--- config.mk ---
export PLATFORM = sky130hd
export DESIGN_NAME = ssp_top
export DESIGN_NICKNAME = d
export VERILOG_FILES = /design/src/logic/ssp_pkg.sv /design/src/logic/ssp_top.sv /design/src/logic/ssp_spi_slave.sv /design/src/logic/ssp_stop_ctl.sv
export VERILOG_INCLUDE_DIRS = /design/src /design/src/logic
export SDC_FILE = /design/constraint.sdc
export NUM_CORES = 1
export LEC_CHECK = 0
export ABC_AREA = 1
export BUFFER_PORTS_ARGS = -buffer_cell sky130_fd_sc_hd__buf_4
export CAP_MARGIN = 20
export CORE_UTILIZATION = 47
export DETAILED_ROUTE_END_ITERATION = 8
export SKIP_CTS_REPAIR_TIMING = 1
export SLEW_MARGIN = 30
export SYNTH_ARGS = -nofsm -noshare
export SYNTH_HDL_FRONTEND = slang
export SYNTH_SLANG_ARGS = --single-unit
--- constraint.sdc ---
create_clock -name core_clk -period 2.01 [get_ports core_clk]
set_input_delay 0.1005 -clock core_clk [delete_from_list [all_inputs] [get_ports core_clk]]
set_output_delay 0.1005 -clock core_clk [all_outputs]
set_load 0.05 [all_outputs]
--- src/logic/ssp_cfg.svh ---
/*
  Constants of the serial port: register offsets, field positions, reset values, mode codes.
  Assumes a byte-wide register port with a 3-bit word index and one core clock.
*/
// Behaviour
// - spi master: sleep freezes the shift engine, every bit of state held except the mdone_q pulse, which clears.
// - spi master: after wake the frozen transfer resumes where it stopped.
// - spi slave: shifting follows only the incoming serial clock, also in sleep.
// - spi slave: a full eight-bit byte sets the interrupt flag, waking when enabled.
// - no wake from sleep while the port interrupt enable is clear.
// - stop: drive data low first, release clock only after data reads low.
// - stop: clock seen high, load baud counter from reload, count to 0, release data, reload, count to 0, sample data.
// - stop: released data read low at counter expiry declares a bus collision.
// - stop: released clock read low before data rises declares a bus collision.
`ifndef SSP_CFG_SVH
`define SSP_CFG_SVH

// register indices
`define SSP_REG_BUFFER 3'h0
`define SSP_REG_CTRL_ONE 3'h1
`define SSP_REG_CTRL_THREE 3'h2
`define SSP_REG_STATE 3'h3
`define SSP_REG_IRQ_STATUS 3'h4
`define SSP_REG_IRQ_MASK 3'h5
`define SSP_REG_BAUD 3'h6
`define SSP_REG_COMMAND 3'h7

// serial_control_one fields
`define SSP_C1_WCOL 7
`define SSP_C1_OVFL 6
`define SSP_C1_EN 5
`define SSP_C1_MODE_HI 3
`define SSP_MODE_SPI_MASTER 4'h0
`define SSP_MODE_SPI_SLAVE 4'h4
`define SSP_MODE_I2C_MASTER 4'h8

// serial_port_state fields
`define SSP_ST_FULL 0
`define SSP_ST_SPI_BUSY 1
`define SSP_ST_STOP_BUSY 2
`define SSP_ST_STOP_SEEN 4

// interrupt status and mask fields
`define SSP_IRQ_PORT 0
`define SSP_IRQ_BCOL 1

// command register
`define SSP_CMD_STOP 0

// reset values
`define SSP_RST_BYTE 8'h00
`define SSP_RST_BAUD 8'h04
// synchroniser reset: {sda, scl, sdi, sclk}
`define SSP_RST_PINS 4'hc

`endif

--- src/logic/ssp_pkg.sv ---
/*
  Types of the serial port: state machine enumerations.
  Assumes ssp_cfg.svh for all numeric constants.
*/
package ssp_pkg;

  typedef enum logic [1:0] {SPIM_IDLE, SPIM_LOW, SPIM_HIGH} ssp_spim_state_t;

  typedef enum logic [2:0] {
    STOP_IDLE, STOP_SDA_LOW, STOP_SCL_REL, STOP_SCL_HOLD, STOP_SDA_REL
  } ssp_stop_state_t;

endpackage

--- src/logic/ssp_top.sv ---
/*
  Synchronous serial port top: register port, spi master and slave, i2c stop,
  interrupt status and mask, sleep freeze and wake.
  Assumes sleep_in comes from core_clk logic; all pins are asynchronous and are
  synchronised here; open-drain lines are resolved outside.
*/
`include "ssp_cfg.svh"

module ssp_top
  import ssp_pkg::*;
(
  // clock and reset
  input wire logic core_clk,
  input wire logic reset,
  // register port
  input wire logic [2:0] reg_addr,
  input wire logic [7:0] reg_wdata,
  input wire logic reg_wr,
  input wire logic reg_rd,
  output logic [7:0] reg_rdata,
  // power
  input wire logic sleep_in,
  output logic wake_out,
  output logic irq,
  // spi pins
  input wire logic spi_sclk_in,
  output logic spi_sclk_out,
  output logic spi_sclk_oe_n,
  input wire logic spi_sdi,
  output logic spi_sdo,
  // i2c pins, open drain
  input wire logic scl_in,
  output logic scl_out,
  output logic scl_oe_n,
  input wire logic sda_in,
  output logic sda_out,
  output logic sda_oe_n
);

  function automatic logic mode_is(input logic [7:0] ctrl, input logic [3:0] code);
    mode_is = ctrl[`SSP_C1_EN] & (ctrl[`SSP_C1_MODE_HI:0] == code);
  endfunction

  // pin synchronisers: stage one feeds stage two only
  localparam int NPIN = 4;
  wire [NPIN-1:0] pin_raw = {sda_in, scl_in, spi_sdi, spi_sclk_in};
  logic [NPIN-1:0] pin_s1_q, pin_s2_q;
  // reset to each pin's idle level so no false link edge follows reset
  localparam logic [NPIN-1:0] PIN_IDLE = `SSP_RST_PINS;

  genvar gi;
  generate
    for (gi = 0; gi < NPIN; gi++)
    begin : g_sync
      always_ff @(posedge core_clk)
      begin
        if (reset)
        begin
          pin_s1_q[gi] <= PIN_IDLE[gi];
          pin_s2_q[gi] <= PIN_IDLE[gi];
        end
        else
        begin
          pin_s1_q[gi] <= pin_raw[gi];
          pin_s2_q[gi] <= pin_s1_q[gi];
        end
      end
    end
  endgenerate

  wire sclk_s = pin_s2_q[0];
  wire sdi_s = pin_s2_q[1];
  wire scl_s = pin_s2_q[2];
  wire sda_s = pin_s2_q[3];

  // registers
  logic [7:0] buf_q, buf_d;
  logic [7:0] ctrl1_q, ctrl1_d;
  logic [7:0] ctrl3_q;
  logic full_q, full_d;
  logic stop_seen_q, stop_seen_d;
  logic [1:0] irq_st_q, irq_st_d;
  logic [1:0] irq_mask_q;
  logic [7:0] baud_q;
  logic [7:0] rdata_q;

  // decode
  wire wr_buf = reg_wr & (reg_addr == `SSP_REG_BUFFER);
  wire wr_c1 = reg_wr & (reg_addr == `SSP_REG_CTRL_ONE);
  wire wr_c3 = reg_wr & (reg_addr == `SSP_REG_CTRL_THREE);
  wire wr_ist = reg_wr & (reg_addr == `SSP_REG_IRQ_STATUS);
  wire wr_msk = reg_wr & (reg_addr == `SSP_REG_IRQ_MASK);
  wire wr_baud = reg_wr & (reg_addr == `SSP_REG_BAUD);
  wire wr_cmd = reg_wr & (reg_addr == `SSP_REG_COMMAND);
  wire rd_buf = reg_rd & (reg_addr == `SSP_REG_BUFFER);

  wire is_spim = mode_is(ctrl1_q, `SSP_MODE_SPI_MASTER);
  wire is_spis = mode_is(ctrl1_q, `SSP_MODE_SPI_SLAVE);
  wire is_i2cm = mode_is(ctrl1_q, `SSP_MODE_I2C_MASTER);

  // spi master engine
  ssp_spim_state_t spim_q, spim_d;
  logic [7:0] mtx_q, mtx_d;
  logic [2:0] mbit_q, mbit_d;
  logic [7:0] mcnt_q, mcnt_d;
  logic msclk_q, msclk_d;
  logic mdone_q, mdone_d;

  wire m_busy = (spim_q != SPIM_IDLE);
  wire m_start = wr_buf & is_spim & ~m_busy;
  wire m_tick = (mcnt_q == 8'h00);

  always_comb
  begin
    spim_d = spim_q;
    mtx_d = mtx_q;
    mbit_d = mbit_q;
    mcnt_d = m_tick ? mcnt_q : mcnt_q - 8'h01;
    msclk_d = msclk_q;
    mdone_d = 1'b0;
    case (spim_q)
      SPIM_IDLE:
        if (m_start)
        begin
          spim_d = SPIM_LOW;
          mtx_d = reg_wdata;
          mbit_d = 3'd0;
          mcnt_d = baud_q;
          msclk_d = 1'b0;
        end
      SPIM_LOW:
        if (m_tick)
        begin
          spim_d = SPIM_HIGH;
          msclk_d = 1'b1;
          mcnt_d = baud_q;
        end
      SPIM_HIGH:
        if (m_tick)
        begin
          msclk_d = 1'b0;
          mcnt_d = baud_q;
          mbit_d = mbit_q + 3'd1;
          mdone_d = (mbit_q == 3'd7);
          spim_d = (mbit_q == 3'd7) ? SPIM_IDLE : SPIM_LOW;
        end
      default:
        spim_d = SPIM_IDLE;
    endcase
    // a disabled port drops the transfer
    if (!is_spim)
    begin
      spim_d = SPIM_IDLE;
      msclk_d = 1'b0;
    end
  end

  // sampled bit kept apart so shift on falling edge sees it
  logic msamp_q;
  wire msamp_d = (spim_q == SPIM_LOW && m_tick) ? sdi_s : msamp_q;
  wire [7:0] mshift = {mtx_q[6:0], msamp_q};

  always_ff @(posedge core_clk)
  begin
    if (reset)
    begin
      spim_q <= SPIM_IDLE;
      mtx_q <= `SSP_RST_BYTE;
      mbit_q <= 3'd0;
      mcnt_q <= 8'h00;
      msclk_q <= 1'b0;
      mdone_q <= 1'b0;
      msamp_q <= 1'b0;
    end
    else if (!sleep_in || !is_spim)
    begin
      spim_q <= spim_d;
      mtx_q <= (spim_q == SPIM_HIGH && m_tick) ? mshift : mtx_d;
      mbit_q <= mbit_d;
      mcnt_q <= mcnt_d;
      msclk_q <= msclk_d;
      mdone_q <= mdone_d;
      msamp_q <= msamp_d;
    end
    else
    begin
      mdone_q <= 1'b0;
    end
  end

  // spi slave
  logic [7:0] s_rx;
  logic s_done;
  logic s_sdo;

  ssp_spi_slave u_slave (
    .core_clk(core_clk),
    .reset(reset),
    .enable(is_spis),
    .tx_load(wr_buf & is_spis),
    .tx_byte(reg_wdata),
    .sclk_s(sclk_s),
    .sdi_s(sdi_s),
    .sdo(s_sdo),
    .rx_byte(s_rx),
    .done(s_done)
  );

  // i2c stop
  logic stop_scl_low, stop_sda_low, stop_busy, stop_done, stop_coll;

  ssp_stop_ctl u_stop (
    .core_clk(core_clk),
    .reset(reset),
    .start(wr_cmd & reg_wdata[`SSP_CMD_STOP] & is_i2cm),
    .reload(baud_q),
    .scl_s(scl_s),
    .sda_s(sda_s),
    .scl_low(stop_scl_low),
    .sda_low(stop_sda_low),
    .busy(stop_busy),
    .done(stop_done),
    .collision(stop_coll)
  );

  // receive buffer and flags
  wire byte_done = mdone_q | s_done;
  wire [7:0] byte_rx = s_done ? s_rx : mtx_q;

  always_comb
  begin
    buf_d = buf_q;
    full_d = full_q & ~rd_buf;
    ctrl1_d = wr_c1 ? reg_wdata : ctrl1_q;
    if (byte_done)
    begin
      buf_d = byte_rx;
      full_d = 1'b1;
      if (full_q && !rd_buf)
      begin
        ctrl1_d[`SSP_C1_OVFL] = 1'b1;
      end
    end
    if (wr_buf && m_busy)
    begin
      ctrl1_d[`SSP_C1_WCOL] = 1'b1;
    end
  end

  // set wins over write-one-to-clear
  wire [1:0] irq_set = {stop_coll, byte_done};
  wire [1:0] irq_clr = wr_ist ? reg_wdata[1:0] : 2'b00;
  assign irq_st_d = (irq_st_q & ~irq_clr) | irq_set;
  assign stop_seen_d = (stop_seen_q & ~wr_cmd) | stop_done;

  // read mux
  wire [7:0] state_rd = {3'b000, stop_seen_q, 1'b0, stop_busy, m_busy, full_q};
  logic [7:0] rd_mux;
  always_comb
  begin
    case (reg_addr)
      `SSP_REG_BUFFER: rd_mux = buf_q;
      `SSP_REG_CTRL_ONE: rd_mux = ctrl1_q;
      `SSP_REG_CTRL_THREE: rd_mux = ctrl3_q;
      `SSP_REG_STATE: rd_mux = state_rd;
      `SSP_REG_IRQ_STATUS: rd_mux = {6'b00_0000, irq_st_q};
      `SSP_REG_IRQ_MASK: rd_mux = {6'b00_0000, irq_mask_q};
      `SSP_REG_BAUD: rd_mux = baud_q;
      default: rd_mux = 8'h00;
    endcase
  end

  // pins and power outputs
  wire irq_d = |(irq_st_d & irq_mask_q);
  wire wake_d = sleep_in & irq_st_d[`SSP_IRQ_PORT] & irq_mask_q[`SSP_IRQ_PORT];
  wire sdo_d = is_spis ? s_sdo : mtx_q[7];

  always_ff @(posedge core_clk)
  begin
    if (reset)
    begin
      buf_q <= `SSP_RST_BYTE;
      ctrl1_q <= `SSP_RST_BYTE;
      ctrl3_q <= `SSP_RST_BYTE;
      full_q <= 1'b0;
      stop_seen_q <= 1'b0;
      irq_st_q <= 2'b00;
      irq_mask_q <= 2'b00;
      baud_q <= `SSP_RST_BAUD;
      rdata_q <= 8'h00;
    end
    else
    begin
      buf_q <= buf_d;
      ctrl1_q <= ctrl1_d;
      ctrl3_q <= wr_c3 ? reg_wdata : ctrl3_q;
      full_q <= full_d;
      stop_seen_q <= stop_seen_d;
      irq_st_q <= irq_st_d;
      irq_mask_q <= wr_msk ? reg_wdata[1:0] : irq_mask_q;
      baud_q <= wr_baud ? reg_wdata : baud_q;
      rdata_q <= reg_rd ? rd_mux : 8'h00;
    end
  end

  logic irq_q, wake_q, sdo_q, sclk_out_q, sclk_oe_n_q, scl_oe_n_q, sda_oe_n_q;

  always_ff @(posedge core_clk)
  begin
    if (reset)
    begin
      irq_q <= 1'b0;
      wake_q <= 1'b0;
      sdo_q <= 1'b0;
      sclk_out_q <= 1'b0;
      sclk_oe_n_q <= 1'b1;
      scl_oe_n_q <= 1'b1;
      sda_oe_n_q <= 1'b1;
    end
    else
    begin
      irq_q <= irq_d;
      wake_q <= wake_d;
      sdo_q <= sdo_d;
      sclk_out_q <= msclk_q;
      sclk_oe_n_q <= ~is_spim;
      scl_oe_n_q <= ~(stop_scl_low & is_i2cm);
      sda_oe_n_q <= ~(stop_sda_low & is_i2cm);
    end
  end

  assign reg_rdata = rdata_q;
  assign irq = irq_q;
  assign wake_out = wake_q;
  assign spi_sdo = sdo_q;
  assign spi_sclk_out = sclk_out_q;
  assign spi_sclk_oe_n = sclk_oe_n_q;
  assign scl_out = 1'b0;
  assign sda_out = 1'b0;
  assign scl_oe_n = scl_oe_n_q;
  assign sda_oe_n = sda_oe_n_q;

endmodule // ssp_top

--- src/logic/ssp_spi_slave.sv ---
/*
  Spi slave shifter, mode 0: samples on rising, shifts out on falling serial clock.
  Assumes sclk_s and sdi_s already synchronised to core_clk.
*/
`include "ssp_cfg.svh"

module ssp_spi_slave
  import ssp_pkg::*;
(
  // clock and reset
  input wire logic core_clk,
  input wire logic reset,
  // control
  input wire logic enable,
  input wire logic tx_load,
  input wire logic [7:0] tx_byte,
  // link
  input wire logic sclk_s,
  input wire logic sdi_s,
  output logic sdo,
  // result
  output logic [7:0] rx_byte,
  output logic done
);

  logic sclk_prev_q;
  logic [7:0] shift_q, shift_d;
  logic [2:0] cnt_q, cnt_d;
  logic done_q, done_d;
  logic out_q, out_d;
  wire rise = enable & sclk_s & ~sclk_prev_q;
  wire fall = enable & ~sclk_s & sclk_prev_q;

  // no dependence on sleep: only link edges move the shifter
  always_comb
  begin
    shift_d = shift_q;
    cnt_d = cnt_q;
    done_d = 1'b0;
    out_d = out_q;
    if (tx_load)
    begin
      shift_d = tx_byte;
      out_d = tx_byte[7];
    end
    else if (rise)
    begin
      shift_d = {shift_q[6:0], sdi_s};
      cnt_d = cnt_q + 3'd1;
      done_d = (cnt_q == 3'd7);
    end
    else if (fall)
    begin
      // next bit already moved up by the rising edge
      out_d = shift_q[7];
    end
    if (!enable)
    begin
      cnt_d = 3'd0;
    end
  end

  always_ff @(posedge core_clk)
  begin
    if (reset)
    begin
      sclk_prev_q <= 1'b0;
      shift_q <= `SSP_RST_BYTE;
      cnt_q <= 3'd0;
      done_q <= 1'b0;
      out_q <= 1'b0;
    end
    else
    begin
      sclk_prev_q <= sclk_s;
      shift_q <= shift_d;
      cnt_q <= cnt_d;
      done_q <= done_d;
      out_q <= out_d;
    end
  end

  assign sdo = out_q;
  assign rx_byte = shift_q;
  assign done = done_q;

endmodule // ssp_spi_slave

--- src/logic/ssp_stop_ctl.sv ---
/*
  I2c master stop sequence with bus-collision detection.
  Assumes scl_s and sda_s synchronised; drive outputs pull a line low when high.
*/
`include "ssp_cfg.svh"

module ssp_stop_ctl
  import ssp_pkg::*;
(
  // clock and reset
  input wire logic core_clk,
  input wire logic reset,
  // request
  input wire logic start,
  input wire logic [7:0] reload,
  // bus lines
  input wire logic scl_s,
  input wire logic sda_s,
  output logic scl_low,
  output logic sda_low,
  // result
  output logic busy,
  output logic done,
  output logic collision
);

  ssp_stop_state_t state_q, state_d;
  logic [7:0] cnt_q, cnt_d;
  logic done_d, coll_d, done_q, coll_q;
  wire expired = (cnt_q == 8'h00);

  always_comb
  begin
    state_d = state_q;
    cnt_d = expired ? cnt_q : cnt_q - 8'h01;
    done_d = 1'b0;
    coll_d = 1'b0;
    case (state_q)
      STOP_IDLE:
        if (start)
        begin
          state_d = STOP_SDA_LOW;
        end
      STOP_SDA_LOW:
        if (!sda_s)
        begin
          state_d = STOP_SCL_REL;
        end
      STOP_SCL_REL:
        if (scl_s)
        begin
          state_d = STOP_SCL_HOLD;
          cnt_d = reload;
        end
      STOP_SCL_HOLD:
        if (!scl_s)
        begin
          state_d = STOP_IDLE;
          coll_d = 1'b1;
        end
        else if (expired)
        begin
          state_d = STOP_SDA_REL;
          cnt_d = reload;
        end
      STOP_SDA_REL:
        if (!scl_s)
        begin
          state_d = STOP_IDLE;
          coll_d = 1'b1;
        end
        else if (expired)
        begin
          state_d = STOP_IDLE;
          coll_d = ~sda_s;
          done_d = sda_s;
        end
      default:
        state_d = STOP_IDLE;
    endcase
  end

  always_ff @(posedge core_clk)
  begin
    if (reset)
    begin
      state_q <= STOP_IDLE;
      cnt_q <= 8'h00;
      done_q <= 1'b0;
      coll_q <= 1'b0;
    end
    else
    begin
      state_q <= state_d;
      cnt_q <= cnt_d;
      done_q <= done_d;
      coll_q <= coll_d;
    end
  end

  // clock held low until data is low, data held low until its own release step
  assign scl_low = (state_q == STOP_SDA_LOW);
  assign sda_low = (state_q == STOP_SDA_LOW) | (state_q == STOP_SCL_REL) |
                   (state_q == STOP_SCL_HOLD);
  assign busy = (state_q != STOP_IDLE);
  assign done = done_q;
  assign collision = coll_q;

endmodule // ssp_stop_ctl

==> results.json, run 1 <==
{
  "dieWidth_um": 110,
  "clkSinkCount": 112,
  "layout_setup_ws_ns": 0.242,
  "grt_overflow_total": 0,
  "min_period_ns": 1.77,
  "nets": 816,
  "netlist_area_mm2": 0.00552,
  "max_freq_ghz": 0.566,
  "path_class": "flip-flop to flip-flop",
  "die_area_mm2": 0.0122,
  "cts_tree": "built",
  "antenna_cells": 0,
  "hp-class": "input pin to flip-flop",
  "antenna_left": 0,
  "required_ns": 2.26,
  "cp_max_fo": 15,
  "ys_types": 44,
  "leakage_nw": 2.70,
  "core_mm2": 0.0114,
  "synthTopCellsByArea": "dfxtp_1, nand2_1, inv_1, a21oi_1, o21ai_0",
  "ys_seq_area_share_pct": 40.6,
  "start_kind": "flip-flop",
  "final_cells": 933,
  "vdd.ir_drop.worst_mv": 0.814,
  "p_switching_mw": 1.97,
  "root_buffer": "clkbuf_16",
  "dr.pass1.iters": 4,
  "gp_congestion": 0.896,
  "worstPathArrival_ns": 2.02,
  "pwr-share-clk_pct": 29.1,
  "finalClockSkew_ns": 0.00879,
  "utilization_pct": 54.2,
  "vias": 4898,
  "drc": 0,
  "place_ws_ns": 0.265,
  "power_density_mw_per_mm2": 940,
  "synth_edf_count": 0,
  "ys_warn_count": 0,
  "grt_usage_pct": 23.4,
  "status": "completed",
  "drv_cap": 0,
  "num_io_pins": 37,
  "rsz0062_at_grt": "no",
  "grt_max_degree": 34,
  "yosysTopAreaCellShare_pct": 40.6,
  "wl_per_cell_um": 14.8,
  "final_cell_area_mm2": 0.00619,
  "io_buffers": 34,
  "initial_core_util_pct": 48.4,
  "drive_gt1_share_pct": 14.1,
  "fin_crit_sh_pct": 87.9,
  "dp_hpwl_um": 10300,
  "async_flop_share_pct": 0,
  "drv_slew": 0,
  "synth_cells": 751,
  "yosysTopAreaCell": "dfxtp_1",
  "cts.clk_slew.worst_paths_ns": 0.07,
  "seq_power_share_pct": 43.3,
  "core.rowCount": 39,
  "p_comb_share_pct": 27.6,
  "finalHoldViolations": 0,
  "areaGrowthSynthToFinish_pct": 12.0,
  "p_int_mw": 3.85,
  "routed_wl_um": 13800,
  "dr.first_iter.drc_count": 491,
  "finalSetupTns_ns": 0,
  "grt_pass1_vias": 4472,
  "swShare_pct": 33.8,
  "vias_per_cell": 5.25,
  "clockBufferDepth": 2,
  "syn_area_per_cell_um2": 7.36,
  "die_height_um": 110,
  "antenna_found_initial": 0,
  "cts-htree-levels": 3,
  "end_kind": "flip-flop",
  "dp_cells": 913,
  "clk_latency_ns": 0.35,
  "finalSetupViolCount": 0,
  "ys.flop_type": "dfxtp_1",
  "grt_pass1_wl_um": 22700,
  "ys_ff_latch": 112,
  "placed_area_mm2": 0.00587,
  "cts_buffers": 9
}
critical path, cell delays in order (launching register included):
cell and delay [ns]:
dfxtp_1 0.31, inv_1 0.10, ha_1 0.21, nand3_2 0.11
inv_1 0.13, nand2_4 0.15, inv_2 0.10, nand2_2 0.09
nand2_4 0.14, nand2_4 0.09, o21ai_1 0.16, nor2_1 0.06
synthesized netlist by cell type, types with 2 or more instances:
cell type and number:
nand3_1 41, buf_4 6, o22ai_1 6, buf_6 5, o221ai_1 7, or2_2 5, inv_1 96, nor2_8 3
inv_2 8, nand3_4 2, buf_1 3, nor2_2 4, ha_1 11, nand2_4 8, nand4_1 4, clkbuf_1 9
nand2_1 145, o21ai_1 13, o211ai_1 2, nand3b_1 2, a21oi_1 71, nor2_4 7, nand2_2 6, xor2_1 9
a31oi_1 14, a211oi_1 2, o21ai_0 55, nor3_1 8, clkinv_1 2, buf_2 2, nand3_2 6, nor2_1 64
nor4_1 3, dfxtp_1 112
worst paths after layout:
check | start | to | slack [ns] | cells past startpoint
max | mcnt_q[0] | mtx_q[7] | 0.24 | 11
min | reg_wdata[2] | baud_q[2] | 0.02 | 3
max reg2reg | mcnt_q[0] | mtx_q[7] | 0.24 | 11
min reg2reg | pin_s1_q[1] | sdi_s | 0.40 | 2
power groups by stage:
stage                     Sequential, mW  Combinational, mW  Clock, mW
after CTS                           2.52               1.60       1.74
after global placement              2.57               1.57          0
final                               2.52               1.60       1.69
after floorplan                     2.55               1.31          0
after detailed placement            2.57               1.59          0
after global routing                2.55               1.85       1.81
cells in the final DEF (no fill, tap or decap), types with 4 or more instances in the layout:
master / Yosys / layout
o221ai_1: 7 / 7
a21oi_1: 71 / 71
nand4_1: 4 / 4
ha_1: 11 / 11
dfxtp_1: 112 / 112
o21ai_0: 55 / 55
nand2_2: 6 / 6
nor2_2: 4 / 4
nand2_4: 8 / 8
xor2_1: 9 / 9
o21ai_1: 13 / 13
buf_4: 6 / 43
a31oi_1: 14 / 14
or2_2: 5 / 5
inv_2: 8 / 8
nand3_2: 6 / 6
nand3_1: 41 / 41
nand2_1: 145 / 145
dlygate4sd3_1: 0 / 4
inv_1: 96 / 96
o22ai_1: 6 / 6
clkbuf_16: 0 / 9
nor3_1: 8 / 8
nor2_4: 7 / 7
nor2_1: 64 / 64
per-stage QoR:
step / hold WS (ns) / total power [mW]
2_1_floorplan: 0.181 / 3.86
3_3_place_gp: 0.286 / 4.14
3_5_place_dp: 0.288 / 4.16
4_1_cts: -0.0828 / 5.86
5_1_grt: 0.0306 / 6.21
6_report: 0.0210 / 5.82
layout make-up:
class / count / area [um^2]
Fill cell: 1129 / 5230
Sequential cell: 112 / 2240
Timing Repair Buffer: 47 / 363
Tap cell: 143 / 179
Inverter: 107 / 404
Clock inverter: 5 / 32.5
Multi-Input combinational cell: 508 / 2730
Clock buffer: 11 / 243
logic make-up after synthesis:
group	after synthesis	synth area share, %
compound gates	176	17.5
xor+xnor	9	1.43
fa+ha+maj	11	2.49
buf+inv	132	10.1
flops	112	40.6
other cells	1	0.0679
simple gates	310	27.8
layer usage:
metal  vias to the layer above  GRT usage, %  share of wire (%)
li1                       2514             -                  -
met1                      2250          32.5                 49
met2                       123          36.1                 44
met3                        11          5.87                5.8
met4                         0          6.04                1.1
met5                         -             0                  0
(Power assumes the default switching activity.)
==> run 2, diff against run 1 <==
- CORE_MARGIN: unset -> 8
- CTS_CLUSTER_DIAMETER: unset -> 80
- MAX_ROUTING_LAYER: unset -> met4
==> results.json, run 2 (same netlist as run 1, synthesis figures left out) <==
{
  "status": "completed",
  "finalClockSkew_ns": 0.00780,
  "vias": 4875,
  "grt_pass1_wl_um": 22700,
  "power_density_mw_per_mm2": 938,
  "power.total_mw": 5.78,
  "timing.hold.ws_ns": 0.0331,
  "min_period_ns": 1.80,
  "grt_pass1_vias": 4485,
  "layout_commonest_cell": "nand2_1",
  "max_freq_ghz": 0.555,
  "drive_gt1_share_pct": 13.4,
  "leakage_nw": 2.69,
  "antenna_found_initial": 0,
  "dp_hpwl_um": 10300,
  "layout_common_cells": "nand2_1, dfxtp_1, inv_1",
  "vias_per_cell": 5.25,
  "cts_buffers": 9,
  "cts_tree": "built",
  "final_cell_area_mm2": 0.00616,
  "worst_slew_pin_slew_ns": 0.533,
  "vdd.ir_drop.worst_mv": 0.721,
  "finalSetupViolCount": 0,
  "dr.first_iter.drc_count": 475,
  "relSlewSlack_pct": 64.4,
  "routed_wl_um": 13800,
  "die_area_mm2": 0.0155,
  "dr.pass1.iters": 5,
  "num_io_pins": 37,
  "io_buffers": 34,
  "grt_usage_pct": 18.3,
  "start_kind": "flip-flop",
  "die_height_um": 124,
  "n_fill_cell": 1101,
  "antenna_cells": 0,
  "areaGrowthSynthToFinish_pct": 11.5,
  "finalHoldViolations": 0,
  "path_class": "flip-flop to flip-flop",
  "antenna_left": 0,
  "dieWidth_um": 124,
  "grt_overflow_total": 0,
  "hp-class": "input pin to flip-flop",
  "nets": 812,
  "clkSinkCount": 112,
  "clockBufferDepth": 2,
  "end_kind": "flip-flop",
  "core.rowCount": 39,
  "initial_core_util_pct": 48.2,
  "cts.clk_slew.worst_paths_ns": 0.07,
  "cp_max_fo": 11,
  "core_mm2": 0.0115,
  "worstPathArrival_ns": 2.08,
  "placed_area_mm2": 0.00586,
  "grt_max_degree": 62,
  "wl_per_cell_um": 14.9,
  "drv_cap": 0,
  "finalSetupTns_ns": 0,
  "root_buffer": "clkbuf_16",
  "cts-htree-levels": 3,
  "gp_congestion": 0.914,
  "drv_slew": 0,
  "drc": 0,
  "clk_latency_ns": 0.35,
  "rsz0062_at_grt": "no",
  "required_ns": 2.29,
  "fin_crit_sh_pct": 89.6
}
-- run 2: cell types whose count changed in the layout (fill, tap and decap cells not counted), sizes merged --
cell      delta
buf          -4
clkbuf       +1
clkinv       +1
clkinvlp     -3
-- run 2: final timing paths --
path,start,end,slack [ns],cells after the start
setup reg to reg,ctrl1_q[0],u_slave.cnt_q[0],0.21,8
hold reg to reg,pin_s1_q[1],sdi_s,0.41,2
hold / removal,reg_wdata[2],baud_q[2],0.03,3
setup / recovery,ctrl1_q[0],u_slave.cnt_q[0],0.21,8
-- run 2: where the power goes --
group | internal [mW] | switching, mW
Clock | 0.867 | 0.774
Combinational | 0.584 | 1.03
Sequential | 2.39 | 0.130
-- run 2: routing by layer --
metal | GRT usage, % | part of all wire (%)
met1 | 24.0 | 48
met2 | 27.3 | 45
met3 | 5.02 | 5.3
met4 | 4.39 | 1.4
met5 | - | 0
-- run 2: layout make-up --
class	count	area [um^2]	share of cell area [%]
clock buffers	12	246	4.00
multi-input cells	508	2730	44.2
inverters	107	404	6.56
well taps	143	179	2.90
flip-flops and latches	112	2240	36.4
clock inverters	3	18.8	0.305
repair buffers	43	345	5.61
-- run 2: worst max-delay path, cell delays in order (launching register included) --
cell and delay, ns:
dfxtp_1 0.35, nor2_4 0.17, nand4_4 0.15, inv_2 0.08, nand2_1 0.08, nor2_2 0.43
inv_2 0.13, or2_1 0.23, a21oi_1 0.12
-- run 2: stage by stage --
step                setup slack (ns)  util, %  instances
global route                  0.0891     53.7        928
detailed placement             0.259     51.1        909
CTS                            0.239     53.4        924
floorplan                      0.525        -        752
finish                         0.210     53.7        928
global placement               0.352     51.1        909
==> run 3, diff against run 2 <==
- MAX_ROUTING_LAYER: met4 -> unset
==> results.json, run 3 (same netlist as run 1, synthesis figures left out) <==
{
  "status": "completed",
  "clkSinkCount": 112,
  "root_buffer": "clkbuf_16",
  "dp_cells": 909,
  "cts.clk_slew.worst_paths_ns": 0.07,
  "multi_input_area_mm2": 0.00273,
  "wl_per_cell_um": 14.9,
  "start_kind": "flip-flop",
  "power_density_mw_per_mm2": 938,
  "place_ws_ns": 0.259,
  "dp_hpwl_um": 10300,
  "path_class": "flip-flop to flip-flop",
  "dieWidth_um": 124,
  "num_io_pins": 37,
  "io_buffers": 34,
  "drc": 0,
  "worst_slew_pin_slew_ns": 0.540,
  "drv_cap": 0,
  "routed_wl_um": 13800,
  "grt_pass1_vias": 4492,
  "clockBufferDepth": 2,
  "drive_gt1_share_pct": 13.4,
  "hp-class": "input pin to flip-flop",
  "clk_latency_ns": 0.35,
  "rsz0062_at_grt": "no",
  "cp_common_cell": "inv_2",
  "core_mm2": 0.0115,
  "end_kind": "flip-flop",
  "worst_path_max_delay_cell": "nor2_2",
  "vias": 4874,
  "layout_setup_ws_ns": 0.202,
  "required_ns": 2.29,
  "min_period_ns": 1.81,
  "max_stage_delay_ns": 0.43,
  "worstPathArrival_ns": 2.09,
  "die_area_mm2": 0.0155,
  "initial_core_util_pct": 48.2,
  "dr.pass1.iters": 5,
  "max_freq_ghz": 0.553,
  "placed_area_mm2": 0.00586,
  "grt_usage_pct": 17.8,
  "gp_congestion": 0.898,
  "grt_max_degree": 62,
  "antenna_left": 0,
  "cts_buffers": 9,
  "antenna_cells": 0,
  "finalSetupViolCount": 0,
  "layout_common_cells": "nand2_1, dfxtp_1, inv_1",
  "core.rowCount": 39,
  "drv_slew": 0,
  "cts-htree-levels": 3,
  "grt_pass1_wl_um": 22700,
  "die_height_um": 124,
  "final_cells": 928,
  "finalHoldViolations": 0,
  "final_cell_area_mm2": 0.00616,
  "dr.first_iter.drc_count": 484,
  "relSlewSlack_pct": 64.0,
  "n_fill_cell": 1101,
  "power.total_mw": 5.78,
  "vdd.ir_drop.worst_mv": 0.721,
  "cp_max_fo": 11,
  "antenna_found_initial": 0,
  "areaGrowthSynthToFinish_pct": 11.5,
  "finalSetupTns_ns": 0,
  "seqCellArea_mm2": 0.00224,
  "layout_commonest_cell": "nand2_1",
  "cp_cell_sequence": "nor2_4 -> nand4_4 -> inv_2 -> nand2_1 -> nor2_2 -> inv_2 -> or2_1 -> a21oi_1",
  "grt_overflow_total": 0,
  "finalClockSkew_ns": 0.00770,
  "vias_per_cell": 5.25,
  "leakage_nw": 2.69,
  "nets": 812,
  "cts_tree": "built",
  "fin_crit_sh_pct": 90.0
}
==> run 3: cell counts in the layout (fill, tap and decap cells not counted) <==
Identical to the previous run, type by type.
==> run 3: critical path, delay by kind of cell (launching register included) <==
kind	cells	cell delay (ns)
flops	1	0.35
compound gates	1	0.12
buf+inv	2	0.20
simple gates	5	1.06
==> run 3: routing by layer <==
layer | share of wire, % | vias up | track usage, % | routed length [um]
met5 | 0 | - | 0 | 0
li1 | - | 2501 | - | -
met2 | 45 | 137 | 27.3 | 6250
met4 | 1.3 | 0 | 4.39 | 185
met1 | 48 | 2222 | 23.9 | 6610
met3 | 5.6 | 14 | 4.98 | 774
==> run 3: metrics by stage <==
stage,util [%],hold slack [ns]
finish,53.7,0.0345
global route,53.7,0.0406
CTS,53.4,-0.0779
detailed placement,51.1,0.289
global placement,51.1,0.288
floorplan,-,0.181
==> run 3: report_power, final <==
part	internal [mW]	leakage (nW)	switching [mW]	total (mW)
Sequential	2.39	0.910	0.130	2.52
Combinational	0.584	1.64	1.03	1.61
Clock	0.867	0.132	0.775	1.64
Total	3.84	2.69	1.93	5.78
==> run 3: cell type report <==
class	count	area share (%)
clock buffers	12	4.00
clock inverters	3	0.305
inverters	107	6.56
multi-input cells	508	44.2
flip-flops and latches	112	36.4
well taps	143	2.90
repair buffers	43	5.61
==> run 3: worst paths after layout <==
check	cells after the start	slack, ns	endpoint	start
setup / recovery	8	0.20	u_slave.cnt_q[0]	ctrl1_q[0]
hold / removal	3	0.03	baud_q[2]	reg_wdata[2]
setup reg to reg	8	0.20	u_slave.cnt_q[0]	ctrl1_q[0]
hold reg to reg	2	0.41	sdi_s	pin_s1_q[1]
